===== src/basic_timer_pkg.sv =====
// Function
// - Eight-bit up counter wraps from all ones to zero, signals time-out, keeps counting.
// - Each wrap from maximum to zero sets the overflow request flag.
// - Overflow with interrupt enabled directs the core to the vector at address 8.
// - Mode bit 7 is the run bit: one starts counting, zero stops.
// - Divider select 000 divides by 256, each step halves, 111 divides by 2.
// - Divider select field sits in mode register bits four to six.
// - Count tick comes only from the instruction clock divided by 2 to 256.
// - Counting continues while the system is in green low-power mode.
// - With run bit set, overflow in green mode raises a wake-up.
// - No automatic reload; after overflow counting continues from zero.
// - Count register is eight-bit read/write; a write sets the present count.
// - Software clears the overflow request flag by writing zero, before enabling.
package basic_timer_pkg;

  localparam int ADDR_W = 12;
  localparam int DATA_W = 32;
  localparam int CNT_W = 8;
  localparam int SEL_W = 3;

  // Register indices; byte address is four times the index
  localparam logic [7:0] MODE_IDX = 8'hD8;
  localparam logic [7:0] COUNT_IDX = 8'hD9;
  localparam logic [7:0] STATUS_IDX = 8'hDC;
  localparam logic [7:0] MASK_IDX = 8'hDD;
  localparam logic [7:0] REQ_IDX = 8'hDE;

  localparam logic [1:0] IDX_LSB_PAD = 2'h0;

  // Field positions
  localparam int RUN_BIT = 7;
  localparam int SEL_LSB = 4;
  localparam int OVF_BIT = 0;
  localparam int WAKE_BIT = 1;
  localparam int EV_W = 2;

  localparam logic [7:0] MODE_RESET = 8'h00;
  localparam logic [7:0] COUNT_RESET = 8'h00;
  localparam logic [7:0] COUNT_MAX = 8'hFF;
  localparam logic [7:0] COUNT_ZERO = 8'h00;
  localparam logic [7:0] PRE_FULL = 8'hFF;
  localparam logic [EV_W-1:0] EV_RESET = 2'h0;
  localparam logic [7:0] IRQ_VECTOR = 8'h08;
  localparam logic [7:0] NO_VECTOR = 8'h00;

  typedef struct packed {
    logic run;
    logic [SEL_W-1:0] div_sel;
    logic [3:0] unused;
  } timer_mode_t;

  typedef struct packed {
    logic wake;
    logic ovf;
  } timer_events_t;

endpackage

===== src/basic_eight_bit_timer.sv =====
`timescale 1ns/1ps
`default_nettype none
module basic_eight_bit_timer #(
  parameter int COUNT_WIDTH = 8
) (
  input wire logic i_clk,
  input wire logic i_rst,
  input wire logic i_psel,
  input wire logic i_penable,
  input wire logic i_pwrite,
  input wire logic [basic_timer_pkg::ADDR_W-1:0] i_paddr,
  input wire logic [basic_timer_pkg::DATA_W-1:0] i_pwdata,
  input wire logic i_fcpu_tick,
  input wire logic i_green_mode,
  output logic [basic_timer_pkg::DATA_W-1:0] o_prdata,
  output logic o_pready,
  output logic o_pslverr,
  output logic o_irq,
  output logic [7:0] o_irq_vector,
  output logic o_wakeup,
  output logic o_timeout
);

  if (COUNT_WIDTH != basic_timer_pkg::CNT_W) begin : g_width_check
    $error("Counter width must be eight");
  end

  basic_timer_pkg::timer_mode_t mode_reg;
  logic [COUNT_WIDTH-1:0] count_reg;
  logic [7:0] pre_reg;
  basic_timer_pkg::timer_events_t status_reg;
  basic_timer_pkg::timer_events_t mask_reg;

  logic setup;
  logic wr_done;
  logic [7:0] idx;
  logic hit_mode, hit_count, hit_status, hit_mask, hit_req, hit_any;
  logic [7:0] pre_limit;
  logic tick;
  logic overflow;
  logic wake_ev;
  basic_timer_pkg::timer_events_t w1c;
  logic req_clear;
  logic [basic_timer_pkg::DATA_W-1:0] rd_next;

  assign setup = i_psel && !i_penable;
  assign wr_done = i_psel && i_penable && o_pready && i_pwrite;
  assign idx = i_paddr[9:2];

  always_comb begin
    hit_mode = 1'b0;
    hit_count = 1'b0;
    hit_status = 1'b0;
    hit_mask = 1'b0;
    hit_req = 1'b0;
    if (i_paddr[1:0] != basic_timer_pkg::IDX_LSB_PAD || i_paddr[11:10] != 2'h0) begin
      hit_mode = 1'b0;
    end else if (idx == basic_timer_pkg::MODE_IDX) begin
      hit_mode = 1'b1;
    end else if (idx == basic_timer_pkg::COUNT_IDX) begin
      hit_count = 1'b1;
    end else if (idx == basic_timer_pkg::STATUS_IDX) begin
      hit_status = 1'b1;
    end else if (idx == basic_timer_pkg::MASK_IDX) begin
      hit_mask = 1'b1;
    end else if (idx == basic_timer_pkg::REQ_IDX) begin
      hit_req = 1'b1;
    end
  end

  assign hit_any = hit_mode | hit_count | hit_status | hit_mask | hit_req;

  assign pre_limit = basic_timer_pkg::PRE_FULL >> mode_reg.div_sel;
  assign tick = mode_reg.run && i_fcpu_tick && (pre_reg == pre_limit);
  // wrap from all ones to zero
  assign overflow = tick && (count_reg == basic_timer_pkg::COUNT_MAX);
  // wake only when running in green mode
  assign wake_ev = overflow && mode_reg.run && i_green_mode;

  // writing zero to the request bit clears the flag
  assign req_clear = wr_done && hit_req && !i_pwdata[basic_timer_pkg::OVF_BIT];
  assign w1c = (wr_done && hit_status) ? i_pwdata[basic_timer_pkg::EV_W-1:0]
                                        : basic_timer_pkg::EV_RESET;

  always_comb begin
    rd_next = '0;
    if (hit_mode) begin
      rd_next[7:0] = {mode_reg.run, mode_reg.div_sel, 4'h0};
    end else if (hit_count) begin
      rd_next[7:0] = count_reg;
    end else if (hit_status) begin
      rd_next[basic_timer_pkg::EV_W-1:0] = status_reg;
    end else if (hit_mask) begin
      rd_next[basic_timer_pkg::EV_W-1:0] = mask_reg;
    end else if (hit_req) begin
      rd_next[basic_timer_pkg::OVF_BIT] = status_reg.ovf;
    end
  end

  // APB answer: no wait state, pready high in the first access cycle
  always_ff @(posedge i_clk) begin
    if (i_rst) begin
      o_pready <= 1'b0;
      o_pslverr <= 1'b0;
      o_prdata <= '0;
    end else begin
      o_pready <= setup;
      o_pslverr <= setup && !hit_any;
      if (setup) begin
        o_prdata <= i_pwrite ? '0 : rd_next;
      end
    end
  end

  always_ff @(posedge i_clk) begin
    if (i_rst) begin
      mode_reg <= basic_timer_pkg::MODE_RESET;
    end else if (wr_done && hit_mode) begin
      mode_reg.run <= i_pwdata[basic_timer_pkg::RUN_BIT];
      mode_reg.div_sel <= i_pwdata[basic_timer_pkg::SEL_LSB +: basic_timer_pkg::SEL_W];
      mode_reg.unused <= 4'h0;
    end
  end

  always_ff @(posedge i_clk) begin
    if (i_rst || !mode_reg.run) begin
      pre_reg <= 8'h00;
    end else if (tick) begin
      pre_reg <= 8'h00;
    end else if (i_fcpu_tick) begin
      pre_reg <= pre_reg + 8'h01;
    end
  end

  always_ff @(posedge i_clk) begin
    if (i_rst) begin
      count_reg <= basic_timer_pkg::COUNT_RESET;
    end else if (wr_done && hit_count) begin
      count_reg <= i_pwdata[COUNT_WIDTH-1:0];
    end else if (tick) begin
      // no reload, runs on from zero
      count_reg <= count_reg + 8'h01;
    end
  end

  // overflow sets the flag; a set wins over a clear
  always_ff @(posedge i_clk) begin
    if (i_rst) begin
      status_reg <= basic_timer_pkg::EV_RESET;
    end else begin
      status_reg.ovf <= overflow || (status_reg.ovf && !w1c.ovf && !req_clear);
      status_reg.wake <= wake_ev || (status_reg.wake && !w1c.wake);
    end
  end

  always_ff @(posedge i_clk) begin
    if (i_rst) begin
      mask_reg <= basic_timer_pkg::EV_RESET;
    end else if (wr_done && hit_mask) begin
      mask_reg <= i_pwdata[basic_timer_pkg::EV_W-1:0];
    end
  end

  // interrupt request and vector to the core
  always_ff @(posedge i_clk) begin
    if (i_rst) begin
      o_irq <= 1'b0;
      o_irq_vector <= basic_timer_pkg::NO_VECTOR;
    end else begin
      o_irq <= |(status_reg & mask_reg);
      o_irq_vector <= (status_reg.ovf && mask_reg.ovf) ? basic_timer_pkg::IRQ_VECTOR
                                                       : basic_timer_pkg::NO_VECTOR;
    end
  end

  always_ff @(posedge i_clk) begin
    if (i_rst) begin
      o_timeout <= 1'b0;
      o_wakeup <= 1'b0;
    end else begin
      o_timeout <= overflow;
      o_wakeup <= wake_ev;
    end
  end

endmodule
`default_nettype wire


===== config.mk =====
export PLATFORM = sky130hd
export DESIGN_NAME = basic_eight_bit_timer
export DESIGN_NICKNAME = d
export VERILOG_FILES = /design/src/basic_timer_pkg.sv /design/src/basic_eight_bit_timer.sv
export SDC_FILE = /design/constraint.sdc
export NUM_CORES = 1
export LEC_CHECK = 0
export BUFFER_PORTS_ARGS = -buffer_cell sky130_fd_sc_hd__buf_4
export CORE_UTILIZATION = 41
export DETAILED_ROUTE_END_ITERATION = 7
export PLACE_DENSITY = 0.73
export SLEW_MARGIN = 20
export SYNTH_ARGS = -nofsm -noshare
export SYNTH_HDL_FRONTEND = slang
export SYNTH_SLANG_ARGS = --single-unit

===== constraint.sdc =====
create_clock -name i_clk -period 3.9 [get_ports i_clk]
set_input_delay 0.195 -clock i_clk [delete_from_list [all_inputs] [get_ports i_clk]]
set_output_delay 0.195 -clock i_clk [all_outputs]
set_load 0.05 [all_outputs]

# Yosys cells after proc, flatten, opt, wreduce, memory -nomap -nowiden
# Index checks and enable logic that the tools add are counted.
# totals
reg_bits,69
latch_bits,0
ramBits,0
romBits,0
in_bits,51
output_inout_bits,45
n_memories,0
# op_classes
n_addsub,2
multipliers,0
n_div,0
order_cmp,0
n_eq_ne,7
shifts,1
muxes,32
n_bitwise,5
reduce_logical,36
# op_table
op,n
8-bit == test (second input constant),6
8-bit two-way mux,4
1-bit two-way mux,23
1-bit logical AND,20
8-bit by 1-bit adder with 8-bit output (second input constant),2
8-bit == test,1
8-bit by 3-bit >> shifter with 8-bit output (first input constant),1
1-bit zero test,7
2-bit two-way mux,3
6-bit two-way mux,1
2-bit nonzero test,3
1-bit logical OR,4
4-bit two-way mux,1
1-bit OR,4
2-bit OR reduction,2
2-bit bitwise AND,1

# Longest topological paths before layout
# Gate-level depths: netlist of the first run.
# logic_depth
depth_word,13
ltp_mapped,8
mapped_depth_nobuf,7

# Worst setup path before layout of the first run
# No wires, ideal clock.
# synth_timing
path_type,reg2reg
startpoint,register o_pready
endpoint,register count_reg[6]
setup_time_ps,124
t_arrival_ps,1748
required_ps,3776
slack_ps,2027
path_stages_with_launch,7
period_less_slack_ps,1873
cell_sequence,dfxtp_1 > nand4_1 > nor2_1 > nor4b_2 > nor2_1 > a31oi_1 > o21ai_0
# synth_via
elab_chain_len,4
word_cells_on_any_way,5
classes_between,1 x mux; 4 x reduce/logical
# synth_rtl
element,line,source
from (decl),basic_eight_bit_timer.sv:16,"output logic o_pready,"
from (signal assigned),basic_eight_bit_timer.sv:107,o_pready <= setup;
1-bit logical AND (*) (2 in series),basic_eight_bit_timer.sv:47,assign wr_done = i_psel && i_penable && o_pready && i_pwrite;
1-bit logical AND (*),basic_eight_bit_timer.sv:138,end else if (wr_done && hit_count) begin
8-bit two-way mux or 2-bit nonzero test (tied branches),n/a,
to (signal assigned),basic_eight_bit_timer.sv:137,count_reg <= basic_timer_pkg::COUNT_RESET;
to (signal assigned),basic_eight_bit_timer.sv:139,count_reg <= i_pwdata[COUNT_WIDTH-1:0];
to (signal assigned),basic_eight_bit_timer.sv:142,count_reg <= count_reg + 8'h01;
to (decl),basic_eight_bit_timer.sv:29,logic [COUNT_WIDTH-1:0] count_reg;
# Every way passes the cells marked *; elsewhere a longest branch is shown, timed or not.
# A chain may end at the register's enable or synchronous reset.

# Worst setup path after layout of the first run
# layout_timing
startpoint,register mode_reg[4] in the netlist's numbering
endpoint,register pre_reg[2]
# layout_via
elab_chain_len,4
# layout_rtl
element,line,source
from (decl),basic_eight_bit_timer.sv:28,basic_timer_pkg::timer_mode_t mode_reg;
from (signal assigned),basic_eight_bit_timer.sv:117,mode_reg <= basic_timer_pkg::MODE_RESET;
8-bit by 3-bit >> shifter with 8-bit output,basic_eight_bit_timer.sv:73,assign pre_limit = basic_timer_pkg::PRE_FULL >> mode_reg.div_sel;
8-bit == test,basic_eight_bit_timer.sv:74,assign tick = mode_reg.run && i_fcpu_tick && (pre_reg == pre_limit);
1-bit logical AND,basic_eight_bit_timer.sv:74,
2-bit OR reduction (no source line),n/a,
to (signal assigned),basic_eight_bit_timer.sv:131,pre_reg <= pre_reg + 8'h01;
to (decl),basic_eight_bit_timer.sv:30,logic [7:0] pre_reg;
# No other way between the ends.

==> results of run 1 <==
-- per-layer routing --
layer,track usage [%],wire [microns],vias up
met5,0,0,-
met3,4.07,209,8
met2,25.1,2070,53
li1,-,-,874
met4,10.1,98,0
met1,24.4,2160,802
-- worst min-delay path, cell delays in order --
cell and delay (ps):
buf_4 90, a31oi_1 60, nand2_1 50
-- cells by family after synthesis --
group	count (synthesis)	synth area share [%]
buf+inv	47	14.3
xor+xnor	13	5.30
simple gates	96	23.5
compound gates	37	12.5
other cells	1	0.175
mux	16	7.69
fa+ha+maj	2	1.16
flops	38	35.4
-- layout make-up --
cell class | count | area (sq um)
inverters | 4 | 15.0
multi-input cells | 195 | 1190
clock buffers | 6 | 82.6
flip-flops and latches | 38 | 761
fillers | 470 | 2430
well taps | 67 | 83.8
repair buffers | 40 | 300
clock inverters | 2 | 12.5
-- through the flow --
step                      cells  instance area (sq um)  hold slack [ps]  utilization [%]  total power, mW
final                       352                   2450              125             50.2            0.789
after global routing        352                   2450              134             50.2            0.823
after CTS                   352                   2450              114             50.2            0.800
after detailed placement    344                   2350              427             48.2            0.512
after global placement      344                   2350              426             48.2            0.511
after floorplan             280                   2260              325                -            0.509
-- worst max-delay path by stage --
stage                     start            to  slack (ps)  depth (start not counted)
global placement     i_paddr[1]  count_reg[6]        1870                          7
CTS                 mode_reg[5]    pre_reg[6]        1920                          5
finish              mode_reg[4]    pre_reg[2]        1910                          5
detailed placement   i_paddr[1]  count_reg[6]        1800                          7
global route        mode_reg[5]  count_reg[1]        1760                          6
floorplan              o_pready  count_reg[6]        2030                          6
-- cells in the mapped netlist, types with 3 or more instances --
| library cell | number | area [sq um] |
|---|---|---|
| a21o_1 | 4 | 30.0 |
| a21oi_1 | 7 | 35.0 |
| a22oi_1 | 4 | 30.0 |
| and3_1 | 4 | 25.0 |
| buf_2 | 5 | 25.0 |
| buf_4 | 31 | 233 |
| clkbuf_1 | 5 | 18.8 |
| dfxtp_1 | 38 | 761 |
| inv_1 | 4 | 15.0 |
| mux2_2 | 4 | 45.0 |
| mux2i_1 | 12 | 120 |
| nand2_1 | 14 | 52.6 |
| nand3_1 | 7 | 35.0 |
| nand4_1 | 5 | 31.3 |
| nor2_1 | 34 | 128 |
| nor2b_1 | 4 | 25.0 |
| nor3_1 | 7 | 35.0 |
| nor3b_1 | 4 | 30.0 |
| nor4_1 | 4 | 25.0 |
| o21a_1 | 3 | 22.5 |
| o21ai_0 | 3 | 15.0 |
| o22ai_1 | 3 | 18.8 |
| or3_1 | 3 | 18.8 |
| xnor2_1 | 9 | 78.8 |
| xor2_1 | 4 | 35.0 |
-- power by group through the flow --
stage | clock, mW | combinational [mW] | sequential, mW
after floorplan | 0 | 0.108 | 0.401
after global placement | 0 | 0.113 | 0.398
after detailed placement | 0 | 0.114 | 0.398
after CTS | 0.297 | 0.114 | 0.389
after global routing | 0.313 | 0.121 | 0.389
final | 0.286 | 0.114 | 0.389
==> results.yml, run 1 <==
outcome:
  outcome: "finished, final reports clean"
clock_network:
  cts_resized: 0
  clock-root-buffer: "clkbuf_8"
  clock-sinks: 38
  clock_latency_ps: 300
  clockBufferDepth: 2
  cts_tree: "done"
  cts_buffers: 5
  path_clk_slew_ps: 70
  htree_levels: 2
  cts_hold_buf: 0
  cts_setup_buffers: 0
power_and_ir_drop:
  vdd_drop_max_mv: 0.162
  p_comb_share_pct: 14.5
  swShare_pct: 29.8
  p_leak_nw: 0.998
  seqPwrFrac_pct: 49.3
  p_int_mw: 0.554
  switching_power_mw: 0.235
  p_per_area_nw_per_um2: 322
  clkPwrFrac_pct: 36.2
sta:
  fin_skew_ps: 3.36
  fin_setup_tns_ps: 0
  layout_min_cycle_time_ps: 1990
  setup_viol: 0
  worstMarginPinSlew_ps: 705
  relSlewSlack_pct: 52.9
  fmax_mhz: 503
  hold_viol: 0
  rsz0062_at_grt: "false"
  fin_crit_sh_pct: 51.0
  maxSlewViolCount: 0
  finalWorstSetupSlack_ps: 1910
yosys:
  avgSynthCellArea_sq_um: 8.59
  yosysWarnings: 0
  netlist_instances: 250
  synthesis.area_sq_um: 2150
  ys_seq_area_share_pct: 35.4
  synth_edf_count: 0
  async_flop_share_pct: 0
  synth_cell_types: 48
  synth-seq-cells: 38
  synth_flop_cell: "dfxtp_1"
final_layout:
  antennaDiodeCount: 0
  syn_to_final_growth_pct: 14.0
  layout-drive-gt1-share_pct: 21.1
  final_common_cell: "buf_4"
  final_cell_mix: "40 x buf_4, 38 x dfxtp_1, 34 x nor2_1, 31 x conb_1, 14 x nand2_1"
  final_net_count: 337
global_routing:
  grt_first_pass_wirelength_mm: 7.36
  grt_max_degree: 22
  first_global_vias: 1525
  grt_overflow_total: 0
  track_usage_pct: 17.7
  antenna_found_initial: 0
worst_setup_path:
  cp_top_family: "compound AO/OA/AOI/OAI gates"
  r2r_end: "pre_reg[2]"
  reg2reg_depth: 5
  cp_slowest_stage_delay_ps: 610
  end_kind: "flop"
  path_cells: "a21oi_1 > nor4_1 > o21ai_1 > o211ai_1 > nor2_1"
  reg2reg_from: "mode_reg[4]"
  arrival_ps: 2150
  start_kind: "flop"
  crit_required_ps: 4060
  crit_buf_inv: 0
  critPathMaxFanout: 10
  crit_type: "reg -> reg"
  slowest_stage: "o211ai_1"
  rrSetupSlack_ps: 1910
floorplanning:
  core_area_sq_um: 4880
  dieHeight_microns: 74.4
  die_w_microns: 74.4
  start_util_pct: 44.0
  rows: 25
  fp.dieArea_sq_um: 5530
  pin_count: 96
routing:
  first_pass_iters: 4
  drtIter0Drc: 99
  num_vias: 1737
  wire_per_inst_microns: 12.9
  drc: 0
  via_per_inst: 4.93
  ant_nets: 0
  routed_wl_mm: 4.54
hold_path:
  min-delay-start: "i_pwdata[7]"
  min_to: "count_reg[7]"
  hold_path.class: "in -> reg"
  worstHoldPathCells: 3
placed_design:
  dp_slack_ps: 1800
  hpwl_mm: 3.36
  portBuffers: 40
  place.gp.congestion: 0.799
job:
  maxCapViolCount: 0
Note: power is estimated with default switching activity, not from simulation.
==> inputs of run 2 (changes only) <==
==> constraint.sdc (replaced) <==
create_clock -name i_clk -period 2.02 [get_ports i_clk]
set_input_delay 0.101 -clock i_clk [delete_from_list [all_inputs] [get_ports i_clk]]
set_output_delay 0.101 -clock i_clk [all_outputs]
set_load 0.05 [all_outputs]
==> run 2 against run 1 <==
  * Critical path depth is 2 higher
  * Worst setup slack worse by 1800 ps
  * Global-route usage is 1.0 points lower
  * Sequential cell count unchanged
  * Count of clock-buffer cells in the layout did not move
  * Worst hold slack worse by 76 ps
==> results.yml, run 2 (same netlist as run 1, synthesis figures left out) <==
placed_design:
  portBuffers: 40
  place.gp.congestion: 0.820
  dp.cells: 350
  hpwl_mm: 3.34
  placed_area_sq_um: 2400
outcome:
  outcome: "finished, final reports clean"
routing:
  highest_layer: "met3"
  wire_per_inst_microns: 12.4
  ant_nets: 0
  drc: 0
  via_per_inst: 4.89
  wl_met1_mm: 2.15
  num_vias: 1747
  met3_length_microns: 185
  drtIter0Drc: 98
  dr_wl_met2_mm: 2.08
  routed_wl_mm: 4.43
  first_pass_iters: 4
floorplanning:
  die_w_microns: 74.4
  pin_count: 96
  fp.dieArea_sq_um: 5530
  rows: 25
  dieHeight_microns: 74.4
  core_area_sq_um: 4880
  start_util_pct: 44.0
clock_network:
  clockBufferDepth: 2
  clock_latency_ps: 290
  cts_resized: 0
  clock-sinks: 38
  cts_tree: "done"
  clock-root-buffer: "clkbuf_8"
  cts_buffers: 5
  cts_hold_buf: 0
  path_clk_slew_ps: 70
  htree_levels: 2
  cts_setup_buffers: 0
final_layout:
  n_fill_cell: 489
  postLayoutCoreUtil_pct: 50.8
  seqCellArea_sq_um: 761
  multi_input_comb_area_sq_um: 1190
  final_net_count: 343
  final_common_cell: "buf_4"
  final_cell_mix: "46 x buf_4, 38 x dfxtp_1, 34 x nor2_1, 31 x conb_1, 14 x nand2_1"
  layout-drive-gt1-share_pct: 22.1
  syn_to_final_growth_pct: 15.4
  final_area_sq_um: 2480
  antennaDiodeCount: 0
  instances_no_fill: 357
global_routing:
  track_usage_pct: 16.6
  antenna_found_initial: 0
  grt_first_pass_wirelength_mm: 7.03
  grt_max_degree: 22
  grt_overflow_total: 0
  first_global_vias: 1512
worst_setup_path:
  critPathMaxFanout: 10
  end_kind: "flop"
  rrSetupSlack_ps: 110
  start_kind: "flop"
  crit_required_ps: 2200
  crit_type: "reg -> reg"
  arrival_ps: 2090
sta:
  fmax_mhz: 523
  hold_ws_ps: 48.6
  fin_crit_sh_pct: 94.6
  fin_setup_tns_ps: 0
  rsz0062_at_grt: "false"
  hold_viol: 0
  setup_viol: 0
  layout_min_cycle_time_ps: 1910
  fin_skew_ps: 4.92
  maxSlewViolCount: 0
power_and_ir_drop:
  p_per_area_nw_per_um2: 593
  vdd_drop_max_mv: 0.292
  p_leak_nw: 1.02
hold_path:
  hold_path.class: "in -> reg"
job:
  maxCapViolCount: 0
==> run 2: through the flow <==
stage          worst slack, ps  total power, mW
6_report                   108             1.47
5_1_grt                   26.4             1.53
4_1_cts                    156             1.49
3_5_place_dp              95.8            0.989
3_3_place_gp               158            0.988
2_1_floorplan              147            0.982
==> run 2: cell type report <==
class	instances	share of cell area [%]
Timing Repair Buffer	46	13.9
Sequential cell	38	30.7
Inverter	4	0.606
Clock buffer	6	2.93
Multi-Input combinational cell	195	48.2
Tap cell	67	3.38
Clock inverter	1	0.303
==> run 2: worst paths after layout <==
check,from,endpoint,cells past startpoint
worst max-delay path,mode_reg[4],count_reg[7],7
worst min-delay path,i_pwdata[5],count_reg[5],3
worst max register to register,mode_reg[4],count_reg[7],7
worst min register to register,o_prdata[1],o_prdata[1],2
==> run 2: where the power goes <==
part / total, mW / switching, mW / internal (mW)
combinational: 0.221 / 0.175 / 0.0462
sequential: 0.751 / 0.000562 / 0.750
clock: 0.498 / 0.261 / 0.237
==> run 2: routing by layer <==
metal | vias up | GRT usage, %
met4 | 0 | 5.87
li1 | 885 | -
met5 | - | 0
met2 | 59 | 24.8
met3 | 0 | 4.34
met1 | 803 | 23.2
==> run 2: critical path: stages, from the launching register on <==
cell     delay [ps]
dfxtp_1         520
a21oi_1         110
nor4_1          310
o21ai_1         240
nor3_1          230
buf_4           150
mux2i_1         180
nand2_1          60
==> inputs of run 3 (changes only) <==
--- a/config.mk
+++ b/config.mk
@@ -6,6 +6,7 @@
 export NUM_CORES = 1
 export LEC_CHECK = 0
 export BUFFER_PORTS_ARGS = -buffer_cell sky130_fd_sc_hd__buf_4
+export CORE_ASPECT_RATIO = 0.6
 export CORE_UTILIZATION = 41
 export DETAILED_ROUTE_END_ITERATION = 7
 export PLACE_DENSITY = 0.73
==> run 3 against run 2 <==
  * Sequential share of layout area decreased by 0.054 points
  * Count of clock-buffer cells in the layout unchanged
  * Sequential cell count unchanged
  * Worst hold slack got worse by 5.8 ps
  * First-iteration DRC count increased by 48%
  * Clock skew increased by 11 ps
  * Critical path type unchanged
  * Largest cell class unchanged
  * Highest routed layer is now met4
==> results.yml, run 3 (same netlist as run 1, synthesis figures left out) <==
power_and_ir_drop:
  vdd_drop_max_mv: 0.381
  seqPwrFrac_pct: 49.1
  clkPwrFrac_pct: 36.4
  p_leak_nw: 1.03
  swShare_pct: 30.0
  p_comb_share_pct: 14.6
  switching_power_mw: 0.459
  p_per_area_nw_per_um2: 614
  p_int_mw: 1.07
routing:
  ant_nets: 0
  drc: 0
  drtIter0Drc: 145
  wire_per_inst_microns: 14.4
  routed_wl_mm: 5.09
  num_vias: 1813
  first_pass_iters: 5
  via_per_inst: 5.12
floorplanning:
  fp.dieArea_sq_um: 5540
  pin_count: 96
  start_util_pct: 44.7
  dieHeight_microns: 58.1
  die_w_microns: 95.5
  core_area_sq_um: 4800
  rows: 19
worst_setup_path:
  reg2reg_from: "mode_reg[5]"
  end_kind: "flop"
  arrival_ps: 2010
  rrSetupSlack_ps: 200
  cp_top_family: "compound AO/OA/AOI/OAI gates"
  slowest_stage: "dfxtp_2"
  critPathMaxFanout: 10
  crit_required_ps: 2210
  start_kind: "flop"
  reg2reg_depth: 7
  crit_type: "reg -> reg"
  path_cells: "o21a_1 > o32ai_1 > o21ai_1 > nor3_1 > buf_4 > mux2i_1 > nand2_1"
  cp_slowest_stage_delay_ps: 380
  r2r_end: "count_reg[7]"
  crit_buf_inv: 1
final_layout:
  syn_to_final_growth_pct: 16.0
  final_common_cell: "buf_4"
  layout-drive-gt1-share_pct: 23.4
  final_net_count: 343
  final_area_sq_um: 2490
  multi_input_comb_area_sq_um: 1190
  antennaDiodeCount: 0
  seqCellArea_sq_um: 763
  postLayoutCoreUtil_pct: 51.9
  instances_no_fill: 354
  final_cell_mix: "46 x buf_4, 36 x dfxtp_1, 34 x nor2_1, 31 x conb_1, 14 x nand2_1"
  n_fill_cell: 462
global_routing:
  track_usage_pct: 19.4
  grt_overflow_total: 0
  grt_max_degree: 22
  first_global_vias: 1567
  grt_first_pass_wirelength_mm: 7.91
  antenna_found_initial: 0
sta:
  fmax_mhz: 551
  rsz0062_at_grt: "false"
  worstMarginPinSlew_ps: 491
  hold_viol: 0
  hold_ws_ps: 42.8
  maxSlewViolCount: 0
  layout_min_cycle_time_ps: 1820
  relSlewSlack_pct: 67.1
  setup_viol: 0
  fin_crit_sh_pct: 89.9
  fin_setup_tns_ps: 0
  fin_skew_ps: 15.9
clock_network:
  cts_tree: "done"
  clockBufferDepth: 2
  clock-sinks: 38
  clock_latency_ps: 300
  htree_levels: 2
  cts_hold_buf: 0
  path_clk_slew_ps: 80
  cts_buffers: 5
  clock-root-buffer: "clkbuf_8"
placed_design:
  hpwl_mm: 3.81
  place.gp.congestion: 0.832
  dp.cells: 346
  placed_area_sq_um: 2390
  portBuffers: 40
hold_path:
  hold_path.class: "in -> reg"
  min_to: "count_reg[7]"
  min-delay-start: "i_pwdata[7]"
  worstHoldPathCells: 3
job:
  maxCapViolCount: 0
outcome:
  outcome: "finished, final reports clean"
==> run 3: changes by cell type in the layout (fill, tap and decap cells not counted) <==
cell	change
clkbuf_1	-1
clkbuf_8	+1
clkinv_2	+1
dfxtp_1	-2
dfxtp_2	+2
==> run 3: worst max-delay path by stage <==
stage / from / end / cells after the start
finish: mode_reg[5] / count_reg[7] / 7
global route: mode_reg[4] / count_reg[7] / 7
CTS: mode_reg[5] / count_reg[7] / 7
detailed placement: i_paddr[1] / count_reg[5] / 7
global placement: i_paddr[1] / count_reg[3] / 7
floorplan: o_pready / count_reg[6] / 6
==> run 3: what timing repair did <==
action | CTS | global route
buffers inserted | 0 | 0
resized for setup | 0 | 2
endpoints found under the setup margin | 0 | 2
==> run 3: worst reg2reg max path, delay by kind of cell (launching register included) <==
family,cells,cell delay (ps)
multiplexers,1,180
AO/OA/AOI/OAI,3,680
AND/OR/NAND/NOR,2,300
buffers and inverters,1,160
flip-flops,1,380
==> run 3: layout make-up <==
type / instances / area share [%]
multi-input cells: 195 / 47.9
well taps: 63 / 3.16
inverters: 4 / 0.603
clock inverters: 2 / 0.502
clock buffers: 6 / 3.31
flip-flops and latches: 38 / 30.6
repair buffers: 46 / 13.9
==> run 3: power by group through the flow <==
stage | Clock [mW] | Combinational [mW] | Sequential (mW)
global placement | 0 | 0.220 | 0.768
CTS | 0.560 | 0.222 | 0.751
floorplan | 0 | 0.209 | 0.774
finish | 0.556 | 0.223 | 0.751
detailed placement | 0 | 0.222 | 0.768
global route | 0.598 | 0.235 | 0.751
==> run 3: through the flow <==
step,total power [mW],setup WS (ps)
floorplan,0.982,147
global placement,0.988,127
detailed placement,0.990,98.7
CTS,1.53,131
global route,1.58,71.3
finish,1.53,205
==> run 3: layer usage <==
| layer | track usage (%) | wire, microns | vias up |
|---|---|---|---|
| met5 | 0 | 0 | - |
| met4 | 7.68 | 78 | 0 |
| met3 | 4.72 | 453 | 6 |
| met2 | 26.2 | 2090 | 90 |
| met1 | 29.0 | 2460 | 830 |
| li1 | - | - | 887 |
